<file path="src/verilog/frp_pkg.sv">
/*
 * Shared constants and carrier types for the flash rewrite protect control block.
 * Assumes a single 125 MHz clock domain and no register bus; all controls are ports.
 */
package frp_pkg;

	localparam int PROG_BLOCKS = 4;
	localparam int DATA_BLOCKS = 4;
	localparam int ID_BYTES = 7;
	localparam int ADDR_W = 20;
	localparam int BLK_W = 3;

	// Reset vector bytes checked for the blank state.
	localparam logic [ADDR_W-1:0] VEC_LO_ADDR = 20'h0_FFFC;
	localparam logic [ADDR_W-1:0] VEC_HI_ADDR = 20'h0_FFFE;
	localparam logic [23:0] VEC_BLANK = 24'hFF_FFFF;

	// Block index encoding: 0..3 program ROM, 4..7 data flash A..D.
	localparam logic [BLK_W-1:0] BLK_DATA_A = 3'h4;

	// Command codes, eight in all.
	localparam logic [7:0] CMD_READ_ARRAY = 8'hFF;
	localparam logic [7:0] CMD_READ_STATUS = 8'h70;
	localparam logic [7:0] CMD_CLEAR_STATUS = 8'h50;
	localparam logic [7:0] CMD_PROGRAM = 8'h40;
	localparam logic [7:0] CMD_BLOCK_ERASE = 8'h20;
	localparam logic [7:0] CMD_LOCK_BIT_PGM = 8'h77;
	localparam logic [7:0] CMD_LOCK_BIT_READ = 8'h71;
	localparam logic [7:0] CMD_BLANK_CHECK = 8'h25;

	typedef enum logic [1:0] {
		FRP_MODE_CPU,
		FRP_MODE_SERIAL,
		FRP_MODE_PARALLEL,
		FRP_MODE_NONE
	} frp_mode_type;

	typedef enum logic [1:0] {
		FRP_OP_NONE,
		FRP_OP_PROGRAM,
		FRP_OP_ERASE,
		FRP_OP_LOCK
	} frp_op_type;

	typedef struct packed {
		logic [7:0] code;
		logic [BLK_W-1:0] block;
		logic [ADDR_W-1:0] addr;
		logic [7:0] data;
	} frp_cmd_type;

	typedef struct packed {
		frp_op_type op;
		logic [BLK_W-1:0] block;
		logic [ADDR_W-1:0] addr;
		logic [7:0] data;
	} frp_array_req_type;

endpackage
</file>
<file path="src/verilog/frp_control.sv">
/*
 * Flash rewrite protect control: selects the rewrite mode, decodes commands,
 * applies lock bits, data-flash protect bits, serial ID check and parallel
 * code protect, and issues program or erase requests to the flash array.
 * Assumes the array macro performs the operation and the reset vector bytes
 * and stored ID are presented by the array read path.
 */
// Summary of operation
// Three rewrite modes exist: CPU, standard serial, parallel.
// Program and erase start only from a decoded software command.
// Each program ROM block has a lock bit blocking its rewrite.
// Each of four data flash blocks has its own protect bit.
// User ROM holds program ROM and data flash in erasable blocks.
// User ROM is rewritable in any of the three modes.
// Boot ROM is separate and serves the serial mode.
// CPU mode rewrites via processor commands, no external programmer.
// Serial ID check skipped only when reset vector bytes are all FFh.
// Programmer sends an ID compared with the stored seven-byte code.
// After an ID mismatch all serial commands are rejected; codes outside the eight get neither accept nor reject.
// Parallel code protect blocks parallel reads and rewrites.
// Program writes one byte; erase clears a whole block.
// Only the eight known command codes are acted on.
`timescale 1ns/10ps
`default_nettype none
module frp_control (
	input wire logic sys_clk,
	input wire logic nrst,
	input wire logic serialBootPin,
	input wire logic parallelModePin,
	input wire logic [23:0] resetVector,
	input wire logic [frp_pkg::ID_BYTES*8-1:0] storedId,
	input wire logic codeProtectEn,
	input wire logic idByteValid,
	input wire logic [7:0] idByteData,
	input wire logic cmdValid,
	input wire frp_pkg::frp_cmd_type cmd,
	input wire logic [frp_pkg::DATA_BLOCKS-1:0] dataBlockProtect,
	input wire logic arrayBusy,
	output logic cmdAccepted,
	output logic cmdRejected,
	output frp_pkg::frp_array_req_type arrayReq,
	output logic arrayReqValid,
	output logic parallelReadEn,
	output logic bootRomSelect,
	output logic idCheckActive,
	output logic idCheckPassed,
	output logic [frp_pkg::PROG_BLOCKS-1:0] lockBits,
	output frp_pkg::frp_mode_type rewriteMode
);

	logic [2:0] bootSync_r;
	logic [2:0] parSync_r;
	logic boot_r;
	logic boot_nxt;
	logic par_r;
	logic par_nxt;
	frp_pkg::frp_mode_type mode_r;
	frp_pkg::frp_mode_type mode_nxt;
	logic [frp_pkg::PROG_BLOCKS-1:0] lock_r;
	logic [frp_pkg::PROG_BLOCKS-1:0] lock_nxt;
	frp_pkg::frp_array_req_type req_r;
	frp_pkg::frp_array_req_type req_nxt;
	logic reqValid_r;
	logic reqValid_nxt;
	logic acc_r;
	logic acc_nxt;
	logic rej_r;
	logic rej_nxt;
	logic modeChange;
	logic idNeeded;
	logic idDone;
	logic idMatch;
	logic serialOpen;
	logic blockWritable;
	frp_pkg::frp_op_type op;

	// fixed command set
	function automatic frp_pkg::frp_op_type decode_op(input logic [7:0] code);
		unique case (code)
			frp_pkg::CMD_PROGRAM: decode_op = frp_pkg::FRP_OP_PROGRAM;
			frp_pkg::CMD_BLOCK_ERASE: decode_op = frp_pkg::FRP_OP_ERASE;
			frp_pkg::CMD_LOCK_BIT_PGM: decode_op = frp_pkg::FRP_OP_LOCK;
			default: decode_op = frp_pkg::FRP_OP_NONE;
		endcase
	endfunction

	function automatic logic is_known(input logic [7:0] code);
		is_known = (code == frp_pkg::CMD_READ_ARRAY) || (code == frp_pkg::CMD_READ_STATUS)
			|| (code == frp_pkg::CMD_CLEAR_STATUS) || (code == frp_pkg::CMD_PROGRAM)
			|| (code == frp_pkg::CMD_BLOCK_ERASE) || (code == frp_pkg::CMD_LOCK_BIT_PGM)
			|| (code == frp_pkg::CMD_LOCK_BIT_READ) || (code == frp_pkg::CMD_BLANK_CHECK);
	endfunction

	// Mode pins come from outside; three stages, change taken when stages two and three agree.
	always_ff @(posedge sys_clk or negedge nrst) begin
		if (!nrst) begin
			bootSync_r <= 3'h0;
			parSync_r <= 3'h0;
		end else begin
			bootSync_r <= {bootSync_r[1:0], serialBootPin};
			parSync_r <= {parSync_r[1:0], parallelModePin};
		end
	end

	always_comb begin
		boot_nxt = (bootSync_r[2] == bootSync_r[1]) ? bootSync_r[2] : boot_r;
		par_nxt = (parSync_r[2] == parSync_r[1]) ? parSync_r[2] : par_r;
		// three rewrite modes
		if (par_r) begin
			mode_nxt = frp_pkg::FRP_MODE_PARALLEL;
		end else if (boot_r) begin
			mode_nxt = frp_pkg::FRP_MODE_SERIAL;
		end else begin
			// CPU drives commands
			mode_nxt = frp_pkg::FRP_MODE_CPU;
		end
	end

	assign modeChange = (mode_nxt != mode_r);

	// blank reset vector skips check
	assign idNeeded = (mode_r == frp_pkg::FRP_MODE_SERIAL) && (resetVector != frp_pkg::VEC_BLANK);

	frp_id_check idCheck (
		.sys_clk(sys_clk),
		.nrst(nrst),
		.restart(modeChange),
		.byteValid(idByteValid && idNeeded),
		.byteData(idByteData),
		.storedId(storedId),
		.done(idDone),
		.match(idMatch)
	);

	// mismatch rejects commands
	assign serialOpen = !idNeeded || idMatch;

	// per-block lock; R4: per-block data protect; R5: block layout
	always_comb begin
		if (cmd.block >= frp_pkg::BLK_DATA_A) begin
			blockWritable = !dataBlockProtect[cmd.block[1:0]];
		end else begin
			blockWritable = !lock_r[cmd.block[1:0]];
		end
	end

	assign op = decode_op(cmd.code);

	always_comb begin
		lock_nxt = lock_r;
		req_nxt = req_r;
		reqValid_nxt = 1'b0;
		acc_nxt = 1'b0;
		rej_nxt = 1'b0;
		if (cmdValid) begin
			if (!is_known(cmd.code)) begin
				rej_nxt = 1'b0;
			end else if (mode_r == frp_pkg::FRP_MODE_SERIAL && !serialOpen) begin
				rej_nxt = 1'b1;
			end else if (mode_r == frp_pkg::FRP_MODE_PARALLEL && codeProtectEn) begin
				// parallel code protect
				rej_nxt = 1'b1;
			end else if (op == frp_pkg::FRP_OP_NONE) begin
				acc_nxt = 1'b1;
			end else if (arrayBusy || (op != frp_pkg::FRP_OP_LOCK && !blockWritable)) begin
				rej_nxt = 1'b1;
			end else begin
				// command starts operation; R6: any mode
				acc_nxt = 1'b1;
				reqValid_nxt = 1'b1;
				req_nxt.op = op;
				req_nxt.block = cmd.block;
				// byte program, block erase
				req_nxt.addr = (op == frp_pkg::FRP_OP_PROGRAM) ? cmd.addr : '0;
				req_nxt.data = (op == frp_pkg::FRP_OP_PROGRAM) ? cmd.data : 8'h00;
				if (op == frp_pkg::FRP_OP_LOCK && cmd.block < frp_pkg::BLK_DATA_A) begin
					lock_nxt[cmd.block[1:0]] = 1'b1;
				end
				if (op == frp_pkg::FRP_OP_ERASE && cmd.block < frp_pkg::BLK_DATA_A) begin
					lock_nxt[cmd.block[1:0]] = 1'b0;
				end
			end
		end
	end

	always_ff @(posedge sys_clk or negedge nrst) begin
		if (!nrst) begin
			boot_r <= 1'b0;
			par_r <= 1'b0;
			mode_r <= frp_pkg::FRP_MODE_CPU;
			lock_r <= '0;
			req_r <= '0;
			reqValid_r <= 1'b0;
			acc_r <= 1'b0;
			rej_r <= 1'b0;
		end else begin
			boot_r <= boot_nxt;
			par_r <= par_nxt;
			mode_r <= mode_nxt;
			lock_r <= lock_nxt;
			req_r <= req_nxt;
			reqValid_r <= reqValid_nxt;
			acc_r <= acc_nxt;
			rej_r <= rej_nxt;
		end
	end

	assign cmdAccepted = acc_r;
	assign cmdRejected = rej_r;
	assign arrayReq = req_r;
	assign arrayReqValid = reqValid_r;
	// parallel read blocked
	assign parallelReadEn = (mode_r == frp_pkg::FRP_MODE_PARALLEL) && !codeProtectEn;
	// boot ROM serves serial mode
	assign bootRomSelect = (mode_r == frp_pkg::FRP_MODE_SERIAL);
	assign idCheckActive = idNeeded && !idDone;
	assign idCheckPassed = serialOpen && (mode_r == frp_pkg::FRP_MODE_SERIAL);
	assign lockBits = lock_r;
	assign rewriteMode = mode_r;

endmodule
`default_nettype wire

</file>
<file path="src/verilog/frp_id_check.sv">
/*
 * Serial-mode ID code comparator: takes seven received bytes in order and
 * compares them with the stored code, reporting pass or fail once complete.
 * Assumes bytes arrive as single-cycle strobes on the system clock.
 */
`timescale 1ns/10ps
`default_nettype none
module frp_id_check (
	input wire logic sys_clk,
	input wire logic nrst,
	input wire logic restart,
	input wire logic byteValid,
	input wire logic [7:0] byteData,
	input wire logic [frp_pkg::ID_BYTES*8-1:0] storedId,
	output logic done,
	output logic match
);

	logic [2:0] count_r;
	logic [2:0] count_nxt;
	logic ok_r;
	logic ok_nxt;
	logic done_r;
	logic done_nxt;

	always_comb begin
		count_nxt = count_r;
		ok_nxt = ok_r;
		done_nxt = done_r;
		if (restart) begin
			count_nxt = 3'h0;
			ok_nxt = 1'b1;
			done_nxt = 1'b0;
		end else if (byteValid && !done_r) begin
			// bytewise ID compare
			if (byteData != storedId[count_r*8 +: 8]) begin
				ok_nxt = 1'b0;
			end
			if (count_r == 3'(frp_pkg::ID_BYTES - 1)) begin
				done_nxt = 1'b1;
			end else begin
				count_nxt = count_r + 3'h1;
			end
		end
	end

	always_ff @(posedge sys_clk or negedge nrst) begin
		if (!nrst) begin
			count_r <= 3'h0;
			ok_r <= 1'b1;
			done_r <= 1'b0;
		end else begin
			count_r <= count_nxt;
			ok_r <= ok_nxt;
			done_r <= done_nxt;
		end
	end

	assign done = done_r;
	assign match = done_r && ok_r;

endmodule
`default_nettype wire

</file>
<file path="config.mk">
export PLATFORM = sky130hd
export DESIGN_NAME = frp_control
export DESIGN_NICKNAME = d
export VERILOG_FILES = /design/src/verilog/frp_pkg.sv /design/src/verilog/frp_control.sv /design/src/verilog/frp_id_check.sv
export SDC_FILE = /design/constraint.sdc
export NUM_CORES = 1
export LEC_CHECK = 0
export ABC_AREA = 1
export BUFFER_PORTS_ARGS = -buffer_cell sky130_fd_sc_hd__buf_2
export CAP_MARGIN = 40
export CORE_MARGIN = 4
export CORE_UTILIZATION = 50
export DETAILED_ROUTE_END_ITERATION = 8
export MAX_ROUTING_LAYER = met4
export PLACE_DENSITY = 0.86
export SLEW_MARGIN = 30
export SYNTH_ARGS = -nofsm -noshare
export SYNTH_HDL_FRONTEND = slang
export SYNTH_HIERARCHICAL = 1
export SYNTH_SLANG_ARGS = --single-unit
</file>
<file path="constraint.sdc">
create_clock -name sys_clk -period 4.35 [get_ports sys_clk]
set_input_delay 0.2175 -clock sys_clk [delete_from_list [all_inputs] [get_ports sys_clk]]
set_output_delay 0.2175 -clock sys_clk [all_outputs]
set_load 0.1 [all_outputs]
</file>
* After elaboration in Yosys (flattened, before gate mapping)
Index checks and enable logic that the tools add are counted.
Cells by class: add/subtract/negate cells 1, shift operators 1, bitwise logic cells 7, magnitude comparators 4, equality and inequality tests 21, muxes and demuxes 46, reduce and logical (&&, ||, !) cells 37
Operators with widths (number):
- 56-bit by 7-bit variable part select with 8-bit output | 1
- 8-bit by 7-bit == test with 1-bit output (second input constant) | 5
- 4-bit 2-to-1 mux | 8
- 1-bit 2-to-1 mux | 28
- 24-bit != test (second input constant) | 1
- 20-bit 2-to-1 mux | 1
- 8-bit by 6-bit == test with 1-bit output (second input constant) | 2
- 1-bit logical AND | 13
- 1-bit logical OR | 9
- 3-bit 2-to-1 mux | 3
- 8-bit == test (second input constant) | 1
- 8-bit 2-to-1 mux | 1
- 8-bit != test | 1
- 1-bit logical NOT | 7
- 2-bit == test (second input constant) | 3
- 2-bit case mux with 3 select lines | 1
- 2-bit AND reduction | 3
- 6-bit AND reduction | 1
- 2-bit nonzero test | 3
- 4-bit bitwise AND | 1
- 1-bit binary-select mux with 2-bit select | 2
- 2-bit by 1-bit == test with 1-bit output (second input constant) | 2
- 1-bit inverter | 4
- 4-bit inverter | 1
- 14 further kinds | 15
Word-level totals: word-level logic and storage cells 133, bits of input ports 139, register bits 55, output and inout bits 46

* Depth between registers and ports, before layout
depth after elaboration 15, depth in mapped cells 15, depth with buffers taken out 14

* By module
The synthesis kept the hierarchy.
By module, submodules not included:
- frp_control | sequential area each 1251.2 sq um, cells each 375, area an instance 2642.5 sq um, times used 1
- frp_id_check | sequential area each 126.4 sq um, cells each 225, area an instance 1074.8 sq um, times used 1

* Least setup slack after synthesis
No wires, ideal clock.
path kind reg-to-output, start point register mode_r[0] (netlist: rewriteMode[0]), end point output idCheckPassed, path slack -665 ps, stages on the path, launching flop included 4, buffers on the path 0, arrival 4798 ps, data required time 4133 ps, path through dfrtp_1 > inv_1 > nor2_1 > a21boi_0
On the way: cells in the longest elaborated chain, start to end 5
Ends and longest elaborated chain:
- start, declared | line frp_control.sv:57 | frp_pkg::frp_mode_type mode_r;
- start signal, assigned | line frp_control.sv:190 | mode_r <= frp_pkg::FRP_MODE_CPU;
- start signal, assigned | line frp_control.sv:199 | mode_r <= mode_nxt;
- 2-bit by 1-bit == test with 1-bit output *
- net bootRomSelect | line frp_control.sv:44 | output logic bootRomSelect,
- 1-bit logical AND | line frp_control.sv:122 | assign idNeeded = (mode_r == frp_pkg::FRP_MODE_SERIAL) && (resetVector != frp_pkg::VEC_BLANK);
- 1-bit logical NOT | line frp_control.sv:136 | assign serialOpen = !idNeeded || idMatch;
- 1-bit logical OR | line frp_control.sv:136
- 1-bit logical AND * | line frp_control.sv:217 | assign idCheckPassed = serialOpen && (mode_r == frp_pkg::FRP_MODE_SERIAL);
- end, declared | line frp_control.sv:46 | output logic idCheckPassed,
The timed path passes the listed nets; every way through them passes the cells marked *.

* Worst setup path in the final report
start point input cmd[34] (netlist name), end point register lock_r (netlist bit lockBits[2])
On the way: cells in the longest elaborated chain, start to end 13, elaborated cells on any way between the ends 36, those cells by class eq/ne (11); mux (9); bitwise (3); reduce/logical (13)
Ends and longest elaborated chain:
- start, declared | line frp_control.sv:36 | input wire frp_pkg::frp_cmd_type cmd,
- 8-bit by 7-bit == test with 1-bit output, or another cell as far along | line frp_control.sv:79, frp_control.sv:90
- 2-bit case mux with 3 select lines | line frp_control.sv:79 | unique case (code)
- 2-bit == test | line frp_control.sv:176 | if (op == frp_pkg::FRP_OP_LOCK && cmd.block < frp_pkg::BLK_DATA_A) begin
- 1-bit logical AND | line frp_control.sv:176
- 4-bit 2-to-1 mux | line frp_control.sv:176
- 4-bit 2-to-1 mux | line frp_control.sv:165 | end else if (arrayBusy || (op != frp_pkg::FRP_OP_LOCK && !blockWritable)) begin
- 4-bit 2-to-1 mux | line frp_control.sv:163 | end else if (op == frp_pkg::FRP_OP_NONE) begin
- 4-bit 2-to-1 mux | line frp_control.sv:160 | end else if (mode_r == frp_pkg::FRP_MODE_PARALLEL && codeProtectEn) begin
- 4-bit 2-to-1 mux | line frp_control.sv:158 | end else if (mode_r == frp_pkg::FRP_MODE_SERIAL && !serialOpen) begin
- 4-bit 2-to-1 mux | line frp_control.sv:156 | if (!is_known(cmd.code)) begin
- 4-bit 2-to-1 mux | line frp_control.sv:155 | if (cmdValid) begin
- 4-bit bitwise AND (no line)
- 4-bit 2-to-1 mux | line frp_control.sv:179 | if (op == frp_pkg::FRP_OP_ERASE && cmd.block < frp_pkg::BLK_DATA_A) begin
- end signal, assigned | line frp_control.sv:200 | lock_r <= lock_nxt;
- end, declared | line frp_control.sv:59 | logic [frp_pkg::PROG_BLOCKS-1:0] lock_r;
Several ways; a longest one is shown, not always the timed one. The select of a mux whose other input is x is not followed. A chain may end at the register's enable or synchronous reset.

==> results.json <==
{
  "min_period_ns": 2.57,
  "setup-tns-final_ns": 0,
  "post_cts_buffers": 0,
  "critPathTopFamily": "simple AND/OR/NAND/NOR gates",
  "grt_max_degree": 56,
  "ant_nets": 0,
  "yosysTopAreaCell": "dfrtp_1",
  "vdd_ir_drop_max_mv": 0.168,
  "grt_pass1_wl_mm": 16.8,
  "utilization": 0.653,
  "core_um2": 7250,
  "grt_pass1_vias": 3918,
  "cts_buffers": 5,
  "r2r_end": "lockBits[2]$_DFFE_PN0P_",
  "gp_congestion": 0.973,
  "design_area_um2": 4740,
  "syn_inst": 600,
  "syn_area_um2": 3720,
  "max-cap-violations": 0,
  "cpMaxStageDelayCell": "nor2_4",
  "seqPwrFrac": 0.405,
  "num_rows": 31,
  "switchingPower_mw": 0.530,
  "crit_fanout": 38,
  "antenna_found_initial": 0,
  "max_stage_delay_ns": 0.80,
  "vias_per_cell": 4.83,
  "slew_viol_final": 0,
  "hold_viol": 0,
  "layoutNonFillerInstCount": 870,
  "ys_ff_latch": 55,
  "layout-drive-gt1-share": 0.274,
  "ys_types": 28,
  "final.period_utilization": 0.590,
  "clock_sinks": 55,
  "rrSetupSlack_ns": 1.97,
  "hpwl_mm": 7.99,
  "cts_tree": "done",
  "synth_top_cell_area_share": 0.364,
  "slew_headroom": 0.463,
  "dr_total_vias": 4200,
  "fill_cells": 691,
  "fin_worst_skew_ns": 0.0110,
  "antenna_cells": 0,
  "swShare": 0.387,
  "h-tree-depth": 2,
  "synth_area_per_cell_um2": 6.20,
  "hold_path.class": "in2async",
  "placed_cell_area_um2": 4620,
  "clk_latency_ns": 0.32,
  "yosys_warnings": 6,
  "dp.cells": 861,
  "power_density_nw_per_um2": 289,
  "max_freq_mhz": 390,
  "tightest_slew_ns": 0.803,
  "crit_path_frequent_cell": "nand2_1",
  "ys_seq_area_frac": 0.371,
  "rsz0062_at_grt": "false",
  "arrival_ns": 2.82,
  "first_pass_iters": 4,
  "power_frac_clock": 0.230,
  "wl_mm": 10.5,
  "cts-root-buf": "clkbuf_8",
  "path_buf_inv": 3,
  "grt_usage": 0.238,
  "rr_startpoint": "lockBits[3]$_DFFE_PN0P_",
  "dr.first_iter.drc_count": 156,
  "nets": 911,
  "ioPinCount": 185,
  "p_leak_nw": 3.13,
  "start_kind": "input port",
  "grt_overflow": 0,
  "clkTransAtPathRegs_ns": 0.11,
  "clockBufferDepth": 2,
  "end_kind": "register",
  "syn2layout_area_growth_pct": 27.4,
  "power.internal_mw": 0.841,
  "worst_ep_required_time_ns": 4.60,
  "synth_area_leaders": "dfrtp_1, nand2_1, inv_1, nor2_1, nand3_1",
  "route.detailed.drc": 0,
  "synthesis.nets": 741,
  "die_area_um2": 8880,
  "comb_power_share": 0.365,
  "port_buffers": 184,
  "fp.dieW_um": 94.2,
  "die_h_um": 94.2,
  "crit_chain": "buf_2, inv_2, nand2_1, nor2_1, nand2_1, nand3_1, nand2_1, inv_2, nand2_2, nor2_4, nand2_1, nand2_1",
  "path_class": "in2reg",
  "start_util": 0.513,
  "wl_per_cell_um": 12.1,
  "setup_violations": 0,
  "outcome": "complete, no violations",
  "rr_worst_depth": 11
}
layout make-up:
class / instances / area, µm² / area share
multi-input combinational: 419 / 1790 / 0.379
sequential: 55 / 1380 / 0.291
inverter: 101 / 382 / 0.0806
timing repair buffer: 188 / 957 / 0.202
clock buffer: 6 / 82.6 / 0.0174
clock inverter: 2 / 20.0 / 0.00423
tap: 99 / 124 / 0.0262
what timing repair did:
action / 4_1_cts / 5_1_grt
hold buffers: 1 / 0
resized for setup: 0 / 0
hold endpoints to repair: 1 / 0
cell usage after synthesis (all sizes together):
master,count
nand3,49
a21boi,1
xnor2,1
o22ai,2
dfstp,1
nor2,68
buf,17
o21ai,39
o21a,1
clkbuf,8
maj3,2
nand3b,2
nand4,4
ha,2
a21oi,8
nand2,238
dfrtp,54
nor3,2
inv,101
power by group through the flow:
stage	combinational (mW)	clock (mW)	sequential, mW
global placement	0.488	0	0.564
floorplan	0.363	0	0.577
finish	0.500	0.315	0.555
detailed placement	0.498	0	0.566
global route	0.577	0.340	0.558
CTS	0.501	0.325	0.556
registers in the layout, indices dropped and copies added, names as in the netlist, 2 cells and up:
name             cells
arrayReq            33
idCheck/count_r      3
parSync_r            3
rewriteMode          2
bootSync_r           3
lockBits             4
per-layer routing:
layer,share of wire,vias to the layer above,track usage
met5,0,-,-
met4,0.010,0,0.0542
met3,0.097,10,0.0489
met2,0.49,181,0.427
met1,0.40,1872,0.272
li1,-,2137,-
kinds of logic (layout without fill, tap and decap cells):
family	count (synthesis)	count (layout)	share of synthesized area
compound gates	51	51	0.0707
xor+xnor	1	1	0.00236
fa+ha+maj	4	4	0.0121
buf+inv	126	297	0.148
flops	55	55	0.371
simple gates	363	363	0.396
per-stage QoR:
stage / total power [mW] / setup WS, ns / hold WS (ns)
global route: 1.48 / 1.47 / 0.00884
detailed placement: 1.06 / 1.49 / 0.337
CTS: 1.38 / 1.78 / 0.00846
finish: 1.37 / 1.78 / 0.0101
global placement: 1.05 / 1.30 / 0.327
floorplan: 0.940 / 0.547 / -0.0781
cell usage in the layout, fill, tap and decap left out, drive strengths merged, types with 2 or more instances in the layout:
cell type  Yosys  final
nand2        238    238
buf           17    187
inv          101    102
nor2          68     68
dfrtp         54     54
nand3         49     49
o21ai         39     39
a21oi          8      8
clkbuf         8      6
nand4          4      4
nor3           2      2
maj3           2      2
nand3b         2      2
o22ai          2      2
ha             2      2
worst max-delay path by stage:
stage,endpoint,cells past startpoint,startpoint
2_1_floorplan,idCheckPassed,3,rewriteMode[0]$_DFF_PN0_
3_3_place_gp,arrayReq[30]$_DFFE_PN0P_,12,cmd[34]
3_5_place_dp,arrayReq[10]$_DFFE_PN0P_,12,cmd[34]
4_1_cts,lockBits[2]$_DFFE_PN0P_,12,cmd[34]
5_1_grt,arrayReq[12]$_DFFE_PN0P_,12,cmd[34]
6_report,lockBits[2]$_DFFE_PN0P_,12,cmd[34]
Note: power is estimated with default switching activity, not from simulation.
